[src/logic/bprfsm_pkg.sv]
// Purpose: Shared constants and types for the backplane replier transfer machine.
// Assumes: All bus lines are sampled on clk_i, the shared bus clock; active-low lines as levels.
// Behaviour
// - Idle moves to decode on request phase
// - Match only when address owned by replier
// - No match in decode returns idle
// - Match, not ready: enter handshake wait
// - Match and ready: enter handshake directly
// - Single-clock decode aborts on end handshake
// - Handshake wait drives SC4..SC8 high
// - Wait advances to handshake when ready
// - Handshake drives SC4 low, read data, errors, parity
// - Faults only in handshake, once per transfer
// - Data and error lines stable in handshake
// - After fault, hold handshake until SC2 low
// - Requestor done, not last, not ready: wait
// - SC2 low in handshake returns idle
// - Requestor done and ready again: stay
// - Ready meaning differs for reads and writes
// - Bus error or timeout aborts cycle
// - Exception holds machine in idle
// - No transfer until three clocks after exception
package bprfsm_pkg;
	localparam int DATA_W = 32;
	localparam int FIFO_DEPTH = 32;
	localparam logic [1:0] QUIET_CLKS = 2'h3; // Clocks after exception before a cycle
	localparam logic [31:0] BASE_DEF = 32'h0000_0000;
	localparam logic [31:0] MASK_DEF = 32'hffff_0000;
	localparam logic [2:0] ERR_NONE = 3'h7; // Active-low error lines idle

	// Transfer states, Gray along idle-decode-wait-handshake
	typedef enum logic [1:0] {
		BPR_IDLE = 2'h0,
		BPR_DECODE = 2'h1,
		BPR_HSWAIT = 2'h3,
		BPR_HSHAKE = 2'h2
	} bprfsm_state_t;

	// Control lines as seen on the backplane (active low)
	typedef struct packed {
		logic sc0_b;
		logic sc2_b;
		logic sc3_b;
		logic sc4_b;
		logic rd_nwr; // Read when high, latched from request control
	} bprfsm_ctl_t;

	// Replier-driven lines
	typedef struct packed {
		logic sc4_b;
		logic [2:0] err_b; // SC7..SC5
		logic sc8_b;
		logic ctl_oe;
		logic [DATA_W-1:0] ad_b;
		logic ad_oe;
	} bprfsm_drv_t;
endpackage : bprfsm_pkg

[src/logic/bprfsm_fifo.sv]
// Purpose: Parameterised valid/ready FIFO holding transfer words.
// Assumes: One clock; push and pop may occur in the same cycle.
// Notes: Full and empty come from registered count.
`timescale 1ns/1ps
module bprfsm_fifo #(
	parameter int W = 32,
	parameter int D = 32
) (
	input wire logic clk_i,
	input wire logic rst_b_i,
	input wire logic in_valid_i,
	output logic in_ready_o,
	input wire logic [W-1:0] in_data_i,
	output logic out_valid_o,
	input wire logic out_ready_i,
	output logic [W-1:0] out_data_o
);
	localparam int AW = $clog2(D);
	logic [W-1:0] mem [D];
	logic [AW-1:0] wp_r;
	logic [AW-1:0] rp_r;
	logic [AW:0] cnt_r;
	logic [AW:0] cnt_nxt;
	logic in_rdy_r;
	logic out_vld_r;
	logic push;
	logic pop;

	// Flags are registered from the next count so both ports see flop outputs
	assign in_ready_o = in_rdy_r;
	assign out_valid_o = out_vld_r;
	assign cnt_nxt = cnt_r + (AW+1)'(push) - (AW+1)'(pop);
	assign out_data_o = mem[rp_r];
	assign push = in_valid_i && in_ready_o;
	assign pop = out_valid_o && out_ready_i;

	// Storage array needs no reset
	always_ff @(posedge clk_i) begin
		if (push) begin
			mem[wp_r] <= in_data_i;
		end
	end

	// Pointers and count
	always_ff @(posedge clk_i or negedge rst_b_i) begin
		if (!rst_b_i) begin
			wp_r <= '0;
			rp_r <= '0;
			cnt_r <= '0;
			in_rdy_r <= 1'b1;
			out_vld_r <= 1'b0;
		end else begin
			if (push) begin
				wp_r <= wp_r + 1'b1;
			end
			if (pop) begin
				rp_r <= rp_r + 1'b1;
			end
			cnt_r <= cnt_nxt;
			// Back-pressure is honest: no push once the count reaches depth
			in_rdy_r <= (cnt_nxt != (AW+1)'(D));
			out_vld_r <= (cnt_nxt != '0);
		end
	end
endmodule : bprfsm_fifo

[src/logic/bprfsm_replier.sv]
// Purpose: Replying-agent transfer state machine on the parallel backplane.
// Assumes: Bus lines arrive synchronous to clk_i; write data is posted into
//   a FIFO and read data is taken from a FIFO filled by the user side.
// Notes: Outputs are registered; tri-state lines come as value plus enable.
`timescale 1ns/1ps
module bprfsm_replier (
	input wire logic clk_i,
	input wire logic rst_b_i,
	input wire logic [31:0] addr_base_i,
	input wire logic [31:0] addr_mask_i,
	input wire logic sc0_b_i,
	input wire logic sc2_b_i,
	input wire logic sc3_b_i,
	input wire logic sc4_b_i,
	input wire logic rd_nwr_i,
	input wire logic [bprfsm_pkg::DATA_W-1:0] ad_b_i,
	input wire logic bus_rst_b_i,
	input wire logic rstnc_b_i,
	input wire logic buserr_b_i,
	input wire logic timout_b_i,
	input wire logic [2:0] user_err_i,
	input wire logic rd_valid_i,
	output logic rd_ready_o,
	input wire logic [bprfsm_pkg::DATA_W-1:0] rd_data_i,
	output logic wr_valid_o,
	input wire logic wr_ready_i,
	output logic [bprfsm_pkg::DATA_W-1:0] wr_data_o,
	output logic sc4_b_o,
	output logic [2:0] err_b_o,
	output logic sc8_b_o,
	output logic ctl_oe_o,
	output logic [bprfsm_pkg::DATA_W-1:0] ad_b_o,
	output logic ad_oe_o,
	output logic busy_o
);
	import bprfsm_pkg::*;

	// Write fill counter is one bit wider so a full FIFO can be counted
	localparam int WF_W = $clog2(FIFO_DEPTH) + 1;

	// Full module state in one record
	typedef struct packed {
		bprfsm_state_t st;
		logic [1:0] quiet;
		logic rd;
		logic faulted;
		logic dec_wait;
		logic busy;
		logic [WF_W-1:0] wfill;
		bprfsm_drv_t drv;
	} bprfsm_reg_t;

	bprfsm_reg_t s_r;
	bprfsm_reg_t s_nxt;
	logic rfifo_valid;
	logic [DATA_W-1:0] rfifo_data;
	logic wfifo_ready;
	logic pop_rd;
	logic push_wr;
	logic rep_ready;
	logic match;
	logic eoc_hs;
	logic exc;
	logic wr_acc;
	logic wr_room;

	// Address owned when masked bits equal the base
	function automatic logic addr_hit(input logic [31:0] a, input logic [31:0] b,
		input logic [31:0] m);
		addr_hit = ((a & m) == (b & m));
	endfunction : addr_hit

	// Even parity so SC8..SC4 hold an even count of ones
	function automatic logic even_par(input logic [3:0] v);
		even_par = ^v;
	endfunction : even_par

	// Address lines are active low on the backplane
	assign match = addr_hit(~ad_b_i, addr_base_i, addr_mask_i);
	assign eoc_hs = !sc2_b_i && !sc4_b_i;
	assign exc = !buserr_b_i || !timout_b_i || !bus_rst_b_i || !rstnc_b_i;

	// A write accepted this clock takes a slot, so staying ready needs one more
	assign wr_acc = (s_r.st == BPR_HSHAKE) && !sc3_b_i && !s_r.faulted && !s_r.rd;
	assign wr_room = wfifo_ready && ((s_r.wfill + WF_W'(wr_acc)) < WF_W'(FIFO_DEPTH));
	// Readiness: read needs a word queued; write needs room and SC3 low
	assign rep_ready = s_r.rd ? rfifo_valid : (wr_room && !sc3_b_i);

	// Read FIFO feeds the bus; a word is consumed as it is latched for the handshake
	bprfsm_fifo #(.W(DATA_W), .D(FIFO_DEPTH)) u_rfifo (
		.clk_i(clk_i),
		.rst_b_i(rst_b_i),
		.in_valid_i(rd_valid_i),
		.in_ready_o(rd_ready_o),
		.in_data_i(rd_data_i),
		.out_valid_o(rfifo_valid),
		.out_ready_i(pop_rd),
		.out_data_o(rfifo_data)
	);

	// Write FIFO absorbs bus data; a stalled drain stalls the handshake
	bprfsm_fifo #(.W(DATA_W), .D(FIFO_DEPTH)) u_wfifo (
		.clk_i(clk_i),
		.rst_b_i(rst_b_i),
		.in_valid_i(push_wr),
		.in_ready_o(wfifo_ready),
		.in_data_i(~ad_b_i),
		.out_valid_o(wr_valid_o),
		.out_ready_i(wr_ready_i),
		.out_data_o(wr_data_o)
	);

	// Next-state and output computation
	always_comb begin
		logic acc;
		logic err_any;
		acc = 1'b0;
		err_any = |user_err_i;
		s_nxt = s_r;
		pop_rd = 1'b0;
		push_wr = 1'b0;
		// Requestor completes its side of this transfer
		acc = (s_r.st == BPR_HSHAKE) && !sc3_b_i;
		case (s_r.st)
			BPR_IDLE: begin
				if (s_r.quiet != 2'h0) begin
					s_nxt.quiet = s_r.quiet - 2'h1;
				end else if (!sc0_b_i) begin
					s_nxt.st = BPR_DECODE;
					s_nxt.rd = rd_nwr_i;
					s_nxt.dec_wait = !match;
				end
			end
			BPR_DECODE: begin
				// Decode is single clock; abort path kept for the end handshake
				if (eoc_hs) begin
					s_nxt.st = BPR_IDLE;
				end else if (s_r.dec_wait) begin
					s_nxt.st = BPR_IDLE;
				end else if (!rep_ready) begin
					s_nxt.st = BPR_HSWAIT;
				end else begin
					s_nxt.st = BPR_HSHAKE;
				end
			end
			BPR_HSWAIT: begin
				if (rep_ready) begin
					s_nxt.st = BPR_HSHAKE;
				end
			end
			BPR_HSHAKE: begin
				if (!sc2_b_i) begin
					s_nxt.st = BPR_IDLE;
				end else if (s_r.faulted) begin
					s_nxt.st = BPR_HSHAKE;
				end else if (acc && !rep_ready) begin
					s_nxt.st = BPR_HSWAIT;
				end else begin
					s_nxt.st = BPR_HSHAKE;
				end
			end
			default: begin
				s_nxt.st = BPR_IDLE;
			end
		endcase
		// Write data moves only on accepted, error-free transfers
		if (acc && !s_r.faulted) begin
			push_wr = !s_r.rd;
		end
		// Drive pattern follows the next state
		s_nxt.drv.ad_oe = 1'b0;
		s_nxt.drv.ctl_oe = 1'b0;
		s_nxt.drv.sc4_b = 1'b1;
		s_nxt.drv.err_b = ERR_NONE;
		s_nxt.drv.sc8_b = 1'b1;
		case (s_nxt.st)
			BPR_HSWAIT: begin
				s_nxt.drv.ctl_oe = 1'b1;
				s_nxt.faulted = 1'b0;
			end
			BPR_HSHAKE: begin
				s_nxt.drv.ctl_oe = 1'b1;
				s_nxt.drv.sc4_b = 1'b0;
				if (s_r.st != BPR_HSHAKE || (acc && !s_r.faulted)) begin
					// New transfer period: load fresh word and error, then hold
					s_nxt.faulted = err_any;
					s_nxt.drv.err_b = ~user_err_i;
					s_nxt.drv.ad_b = s_nxt.rd ? ~rfifo_data : '1;
					// Pop as the word is latched: the head moves a clock later, so a
					// pop on acceptance would resend the same word back to back
					pop_rd = s_nxt.rd && !err_any;
				end else begin
					s_nxt.drv.err_b = s_r.drv.err_b;
					s_nxt.drv.ad_b = s_r.drv.ad_b;
				end
				s_nxt.drv.ad_oe = s_nxt.rd;
				s_nxt.drv.sc8_b = even_par({s_nxt.drv.err_b, 1'b0});
			end
			default: begin
				s_nxt.faulted = 1'b0;
			end
		endcase
		// Exception or bus reset forces and holds idle
		if (exc) begin
			s_nxt.st = BPR_IDLE;
			s_nxt.quiet = QUIET_CLKS;
			s_nxt.faulted = 1'b0;
			s_nxt.drv.ctl_oe = 1'b0;
			s_nxt.drv.ad_oe = 1'b0;
			s_nxt.drv.sc4_b = 1'b1;
			s_nxt.drv.err_b = ERR_NONE;
			s_nxt.drv.sc8_b = 1'b1;
			pop_rd = 1'b0;
			push_wr = 1'b0;
		end
		// Busy and write fill follow the final next state and FIFO traffic
		s_nxt.busy = (s_nxt.st != BPR_IDLE);
		s_nxt.wfill = s_r.wfill + WF_W'(push_wr) - WF_W'(wr_valid_o && wr_ready_i);
	end

	// State register
	always_ff @(posedge clk_i or negedge rst_b_i) begin
		if (!rst_b_i) begin
			s_r <= '{st: BPR_IDLE, quiet: QUIET_CLKS, rd: 1'b0, faulted: 1'b0,
				dec_wait: 1'b0, busy: 1'b0, wfill: '0,
				drv: '{sc4_b: 1'b1, err_b: ERR_NONE, sc8_b: 1'b1, ctl_oe: 1'b0,
				ad_b: '1, ad_oe: 1'b0}};
		end else begin
			s_r <= s_nxt;
		end
	end

	assign sc4_b_o = s_r.drv.sc4_b;
	assign err_b_o = s_r.drv.err_b;
	assign sc8_b_o = s_r.drv.sc8_b;
	assign ctl_oe_o = s_r.drv.ctl_oe;
	assign ad_b_o = s_r.drv.ad_b;
	assign ad_oe_o = s_r.drv.ad_oe;
	assign busy_o = s_r.busy;
endmodule : bprfsm_replier

[config.mk]
export PLATFORM = sky130hd
export DESIGN_NAME = bprfsm_replier
export DESIGN_NICKNAME = d
export VERILOG_FILES = /design/src/logic/bprfsm_pkg.sv /design/src/logic/bprfsm_fifo.sv /design/src/logic/bprfsm_replier.sv
export SDC_FILE = /design/constraint.sdc
export NUM_CORES = 2
export LEC_CHECK = 0
export BUFFER_PORTS_ARGS = -buffer_cell sky130_fd_sc_hd__buf_2
export CORE_MARGIN = 2
export CORE_UTILIZATION = 55
export CTS_CLUSTER_SIZE = 12
export DETAILED_ROUTE_END_ITERATION = 16
export HOLD_SLACK_MARGIN = 0.05
export PLACE_DENSITY = 0.85
export SYNTH_ARGS = -nofsm -noshare
export SYNTH_HDL_FRONTEND = slang
export SYNTH_SLANG_ARGS = --single-unit
export TNS_END_PERCENT = 1
[constraint.sdc]
create_clock -name clk_i -period 3.45 [get_ports clk_i]
set_input_delay 0.69 -clock clk_i [delete_from_list [all_inputs] [get_ports clk_i]]
set_output_delay 0.69 -clock clk_i [all_outputs]
set_load 0.05 [all_outputs]
==> flow_metrics.env <==
export IMPL_status="complete, but fails checks"
export IMPL_violations="setup timing"
export IMPL_routed_wl_um=242800
export IMPL_start_util_pct=55.28
export IMPL_crit_arrival_ns=3.49
export IMPL_cp_data_required_time_ns=2.76
export IMPL_grt_max_degree=56
export IMPL_synth_top_flop_cell="edfxtp_1"
export IMPL_synthTopCellsByArea="edfxtp_1 (74%), mux4_2 (16%), dfrtp_1 (1.5%)"
export IMPL_post_route_min_period_ns=4.178
export IMPL_powerDensity_nw_per_um2=713.2
export IMPL_clock_sinks=2137
export IMPL_crit_type="flop to primary output"
export IMPL_start_kind="flop"
export IMPL_h_tree_depth=4
export IMPL_finClkSkew_ns=0.07550
export IMPL_slew_violations=0
export IMPL_track_usage_pct=31.25
export IMPL_antenna_found_initial=21
export IMPL_die_w_um=391.5
export IMPL_period_share_pct=121.1
export IMPL_fp_dieArea_um2=153300
export IMPL_synthDistinctLibCells=55
export IMPL_grt_first_pass_wirelength_um=333900
export IMPL_async_flop_share_pct=4.165
export IMPL_slew_headroom_pct=20.56
export IMPL_synth_seq_cells=2137
export IMPL_io_pins=218
export IMPL_die_height_um=391.5
export IMPL_tightestPinTransition_ns=1.190
export IMPL_yosysTopAreaCell="edfxtp_1"
export IMPL_fmax_mhz=239.3
export IMPL_hold_slack_ns=0.1417
export IMPL_portBuffers=217
export IMPL_first_pass_iters=8
export IMPL_synth_edff_count=2048
export IMPL_viasPerCell=7.085
export IMPL_cts_made_buffers=204
export IMPL_fin_total_pwr_mw=68.13
export IMPL_p_leak_nw=30.49
export IMPL_ir_worst_vdd_mv=0.6048
export IMPL_insertion_delay_ns=0.88
export IMPL_cap_violations=0
export IMPL_ys_seq_area_share_pct=77.22
export IMPL_synth_fp_nets=3830
export IMPL_syn_area_per_cell_um2=22.62
export IMPL_grt_overflow=0
export IMPL_vias=44570
export IMPL_ys_warn_count=0
export IMPL_setup_viol=33
export IMPL_dp_hpwl_um=120000
export IMPL_wire_per_inst_um=38.59
export IMPL_nFillCells=8828
export IMPL_drc=0
export IMPL_layout_setup_ws_ns=-0.7281
export IMPL_drive_gt1_share_pct=34.90
export IMPL_final_nets=4322
export IMPL_clkTransAtPathRegs_ns=0.06
export IMPL_path_max_fanout=11
export IMPL_first_iter_violations=8115
export IMPL_grt_pass1_vias=45030
export IMPL_hold_viol=0
export IMPL_area_growth_pct=15.66
export IMPL_syn_cell_area_um2=82590
export IMPL_coreArea_um2=149400
export IMPL_hp_class="input port to flop"
export IMPL_detail_route_antenna_nets=0
export IMPL_postSynthCellCount=3652
export IMPL_rsz0062_at_grt="yes"
export IMPL_cts_buffer_depth=3
export IMPL_root_buffer="clkbuf_16"
export IMPL_end_kind="primary output"
export IMPL_gp_congestion=0.8119
export IMPL_cts_tree="yes"
export IMPL_core_rowCount=142
export IMPL_synth_top_area_share_pct=74.46
[kinds of logic (layout without fill, tap and decap cells)]
logic type,count (synthesis),count (layout),synth area share (%)
adder cells (fa/ha/maj),34,34,0.5423
AO/OA/AOI/OAI,219,219,1.897
other,0,8,0
multiplexers,649,649,16.66
buffers and inverters,327,942,1.733
XOR/XNOR,65,65,0.6893
flip-flops,2137,2137,77.22
AND/OR/NAND/NOR,221,221,1.260
[report_power, final]
group | switching, mW | leakage, nW | internal, mW
Sequential | 0.693 | 19.4 | 29.4
Clock | 9.89 | 2.86 | 11.2
Combinational | 9.18 | 8.20 | 7.76
[path summary, 6_finish.rpt]
path | start | to | cells past startpoint | slack, ns
max | u_wfifo.rp_r[0]$_DFFE_PN0P_ | wr_data_o[7] | 7 | -0.73
min | user_err_i[2] | err_b_o[2]$_DFF_PN1_ | 3 | 0.14
max reg2reg | s_r[51]$_DFF_PN0_ | u_rfifo.out_valid_o$_DFF_PN0_ | 12 | -0.14
min reg2reg | ad_b_o[18]$_DFFE_PN1P_ | ad_b_o[18]$_DFFE_PN1P_ | 2 | 0.48
max in group asynchronous | rst_b_i | ad_b_o[31]$_DFFE_PN1P_ | 3 | 2.31
min in group asynchronous | rst_b_i | u_rfifo.wp_r[3]$_DFFE_PN0P_ | 2 | 0.26
[what timing repair did]
action | 4_1_cts | 5_1_grt
cloned | 10 | 5
resized for setup | 101 | 31
buffers inserted | 14 | 7
hold buffers | 1 | 0
endpoints found under the hold margin | 29 | 0
setup endpoints to repair | 33 | 34
[metrics by stage]
step	worst slack, ns	util [%]	instances	TNS [ns]	cell area (um^2)
after floorplan	-0.4346	-	3652	-427.62	82600
after detailed placement	-0.6157	59.22	5920	-1.505	88490
after global routing	-0.7404	63.93	6289	-20.60	95530
final	-0.7281	63.93	6291	-19.86	95530
after global placement	-0.5380	59.22	5920	-1.127	88490
after CTS	-0.6888	63.74	6274	-20.29	95250
[cells in the mapped netlist (4+ instances only)]
| cell type | instances |
|---|---|
| edfxtp_1 | 2048 |
| mux4_2 | 576 |
| nor2_1 | 133 |
| inv_1 | 108 |
| clkbuf_1 | 105 |
| xnor2_1 | 56 |
| buf_2 | 55 |
| o22ai_1 | 51 |
| dfrtp_1 | 48 |
| mux2_2 | 45 |
| dfstp_2 | 41 |
| a21oi_1 | 36 |
| buf_4 | 36 |
| a22oi_1 | 34 |
| a32oi_1 | 32 |
| ha_1 | 31 |
| mux2i_1 | 28 |
| nand2_1 | 25 |
| buf_1 | 22 |
| o311ai_0 | 20 |
| o21ai_0 | 16 |
| nand4_1 | 10 |
| xor2_1 | 9 |
| a21o_1 | 8 |
| nand3b_1 | 7 |
| nand3_1 | 6 |
| o211ai_1 | 6 |
| or3_1 | 6 |
| or3b_2 | 6 |
| nor2b_1 | 5 |
| and2_1 | 4 |
| nor3_1 | 4 |
[worst max-delay path, cell delays in order (launching register included)]
cell and delay (ns):
dfrtp_4 0.46, buf_12 0.14, buf_12 0.15, bufbuf_16 0.31, mux4_2 0.56, mux4_2 0.52, mux2_4 0.32, buf_12 0.16
[routing by layer]
layer  share of wire [%]  vias up  GRT usage [%]
met1                  31    22810          38.38
met2                  50     4574          51.15
met3                  13      907          8.199
li1                    -    16260              -
met4                 6.0       20          16.83
met5               0.059        -              0
[layout by cell type (no fill, tap or decap), types with 14 or more instances in the layout]
cell / netlist / layout
edfxtp_1: 2048 / 2048
a32oi_1: 32 / 32
dfstp_2: 41 / 41
buf_4: 36 / 188
xnor2_1: 56 / 56
nor2_4: 0 / 64
clkbuf_1: 105 / 88
inv_1: 108 / 108
nor2_1: 133 / 69
dfrtp_1: 48 / 39
ha_1: 31 / 31
buf_2: 55 / 185
clkbuf_16: 0 / 211
nand2_1: 25 / 25
a22oi_1: 34 / 34
o311ai_0: 20 / 20
a21oi_1: 36 / 36
mux4_2: 576 / 576
o22ai_1: 51 / 51
buf_16: 0 / 14
buf_6: 0 / 27
mux2i_1: 28 / 28
o21ai_0: 16 / 16
mux2_2: 45 / 19
buf_12: 0 / 77
mux2_4: 0 / 26
[sequential cells by signal (all words and copies together) (netlist names)]
| name | flops |
|---|---|
| u_rfifo.wp_r | 5 |
| u_wfifo.cnt_r | 6 |
| ad_b_o | 32 |
| ctl_oe_o | 1 |
| busy_o | 1 |
| sc4_b_o | 1 |
| ad_oe_o | 1 |
| u_wfifo.mem | 1024 |
| s_r | 13 |
| u_rfifo.out_valid_o | 1 |
| err_b_o | 3 |
| u_rfifo.in_ready_o | 1 |
| u_rfifo.mem | 1024 |
| u_rfifo.cnt_r | 6 |
| u_rfifo.rp_r | 5 |
| u_wfifo.rp_r | 5 |
| u_wfifo.wp_r | 5 |
| u_wfifo.out_valid_o | 1 |
| sc8_b_o | 1 |
| u_wfifo.in_ready_o | 1 |
[layout make-up]
cell class	count	area (um^2)	area share (%)
flip-flops and latches	2137	63800	66.79
multi-input cells	1188	17980	18.82
clock buffers	301	5582	5.843
repair buffers	504	4826	5.052
well taps	2016	2522	2.640
inverters	109	409.1	0.4283
clock inverters	28	384.1	0.4021
diodes	8	20.02	0.02096
Note: power is estimated with default switching activity, not from simulation.
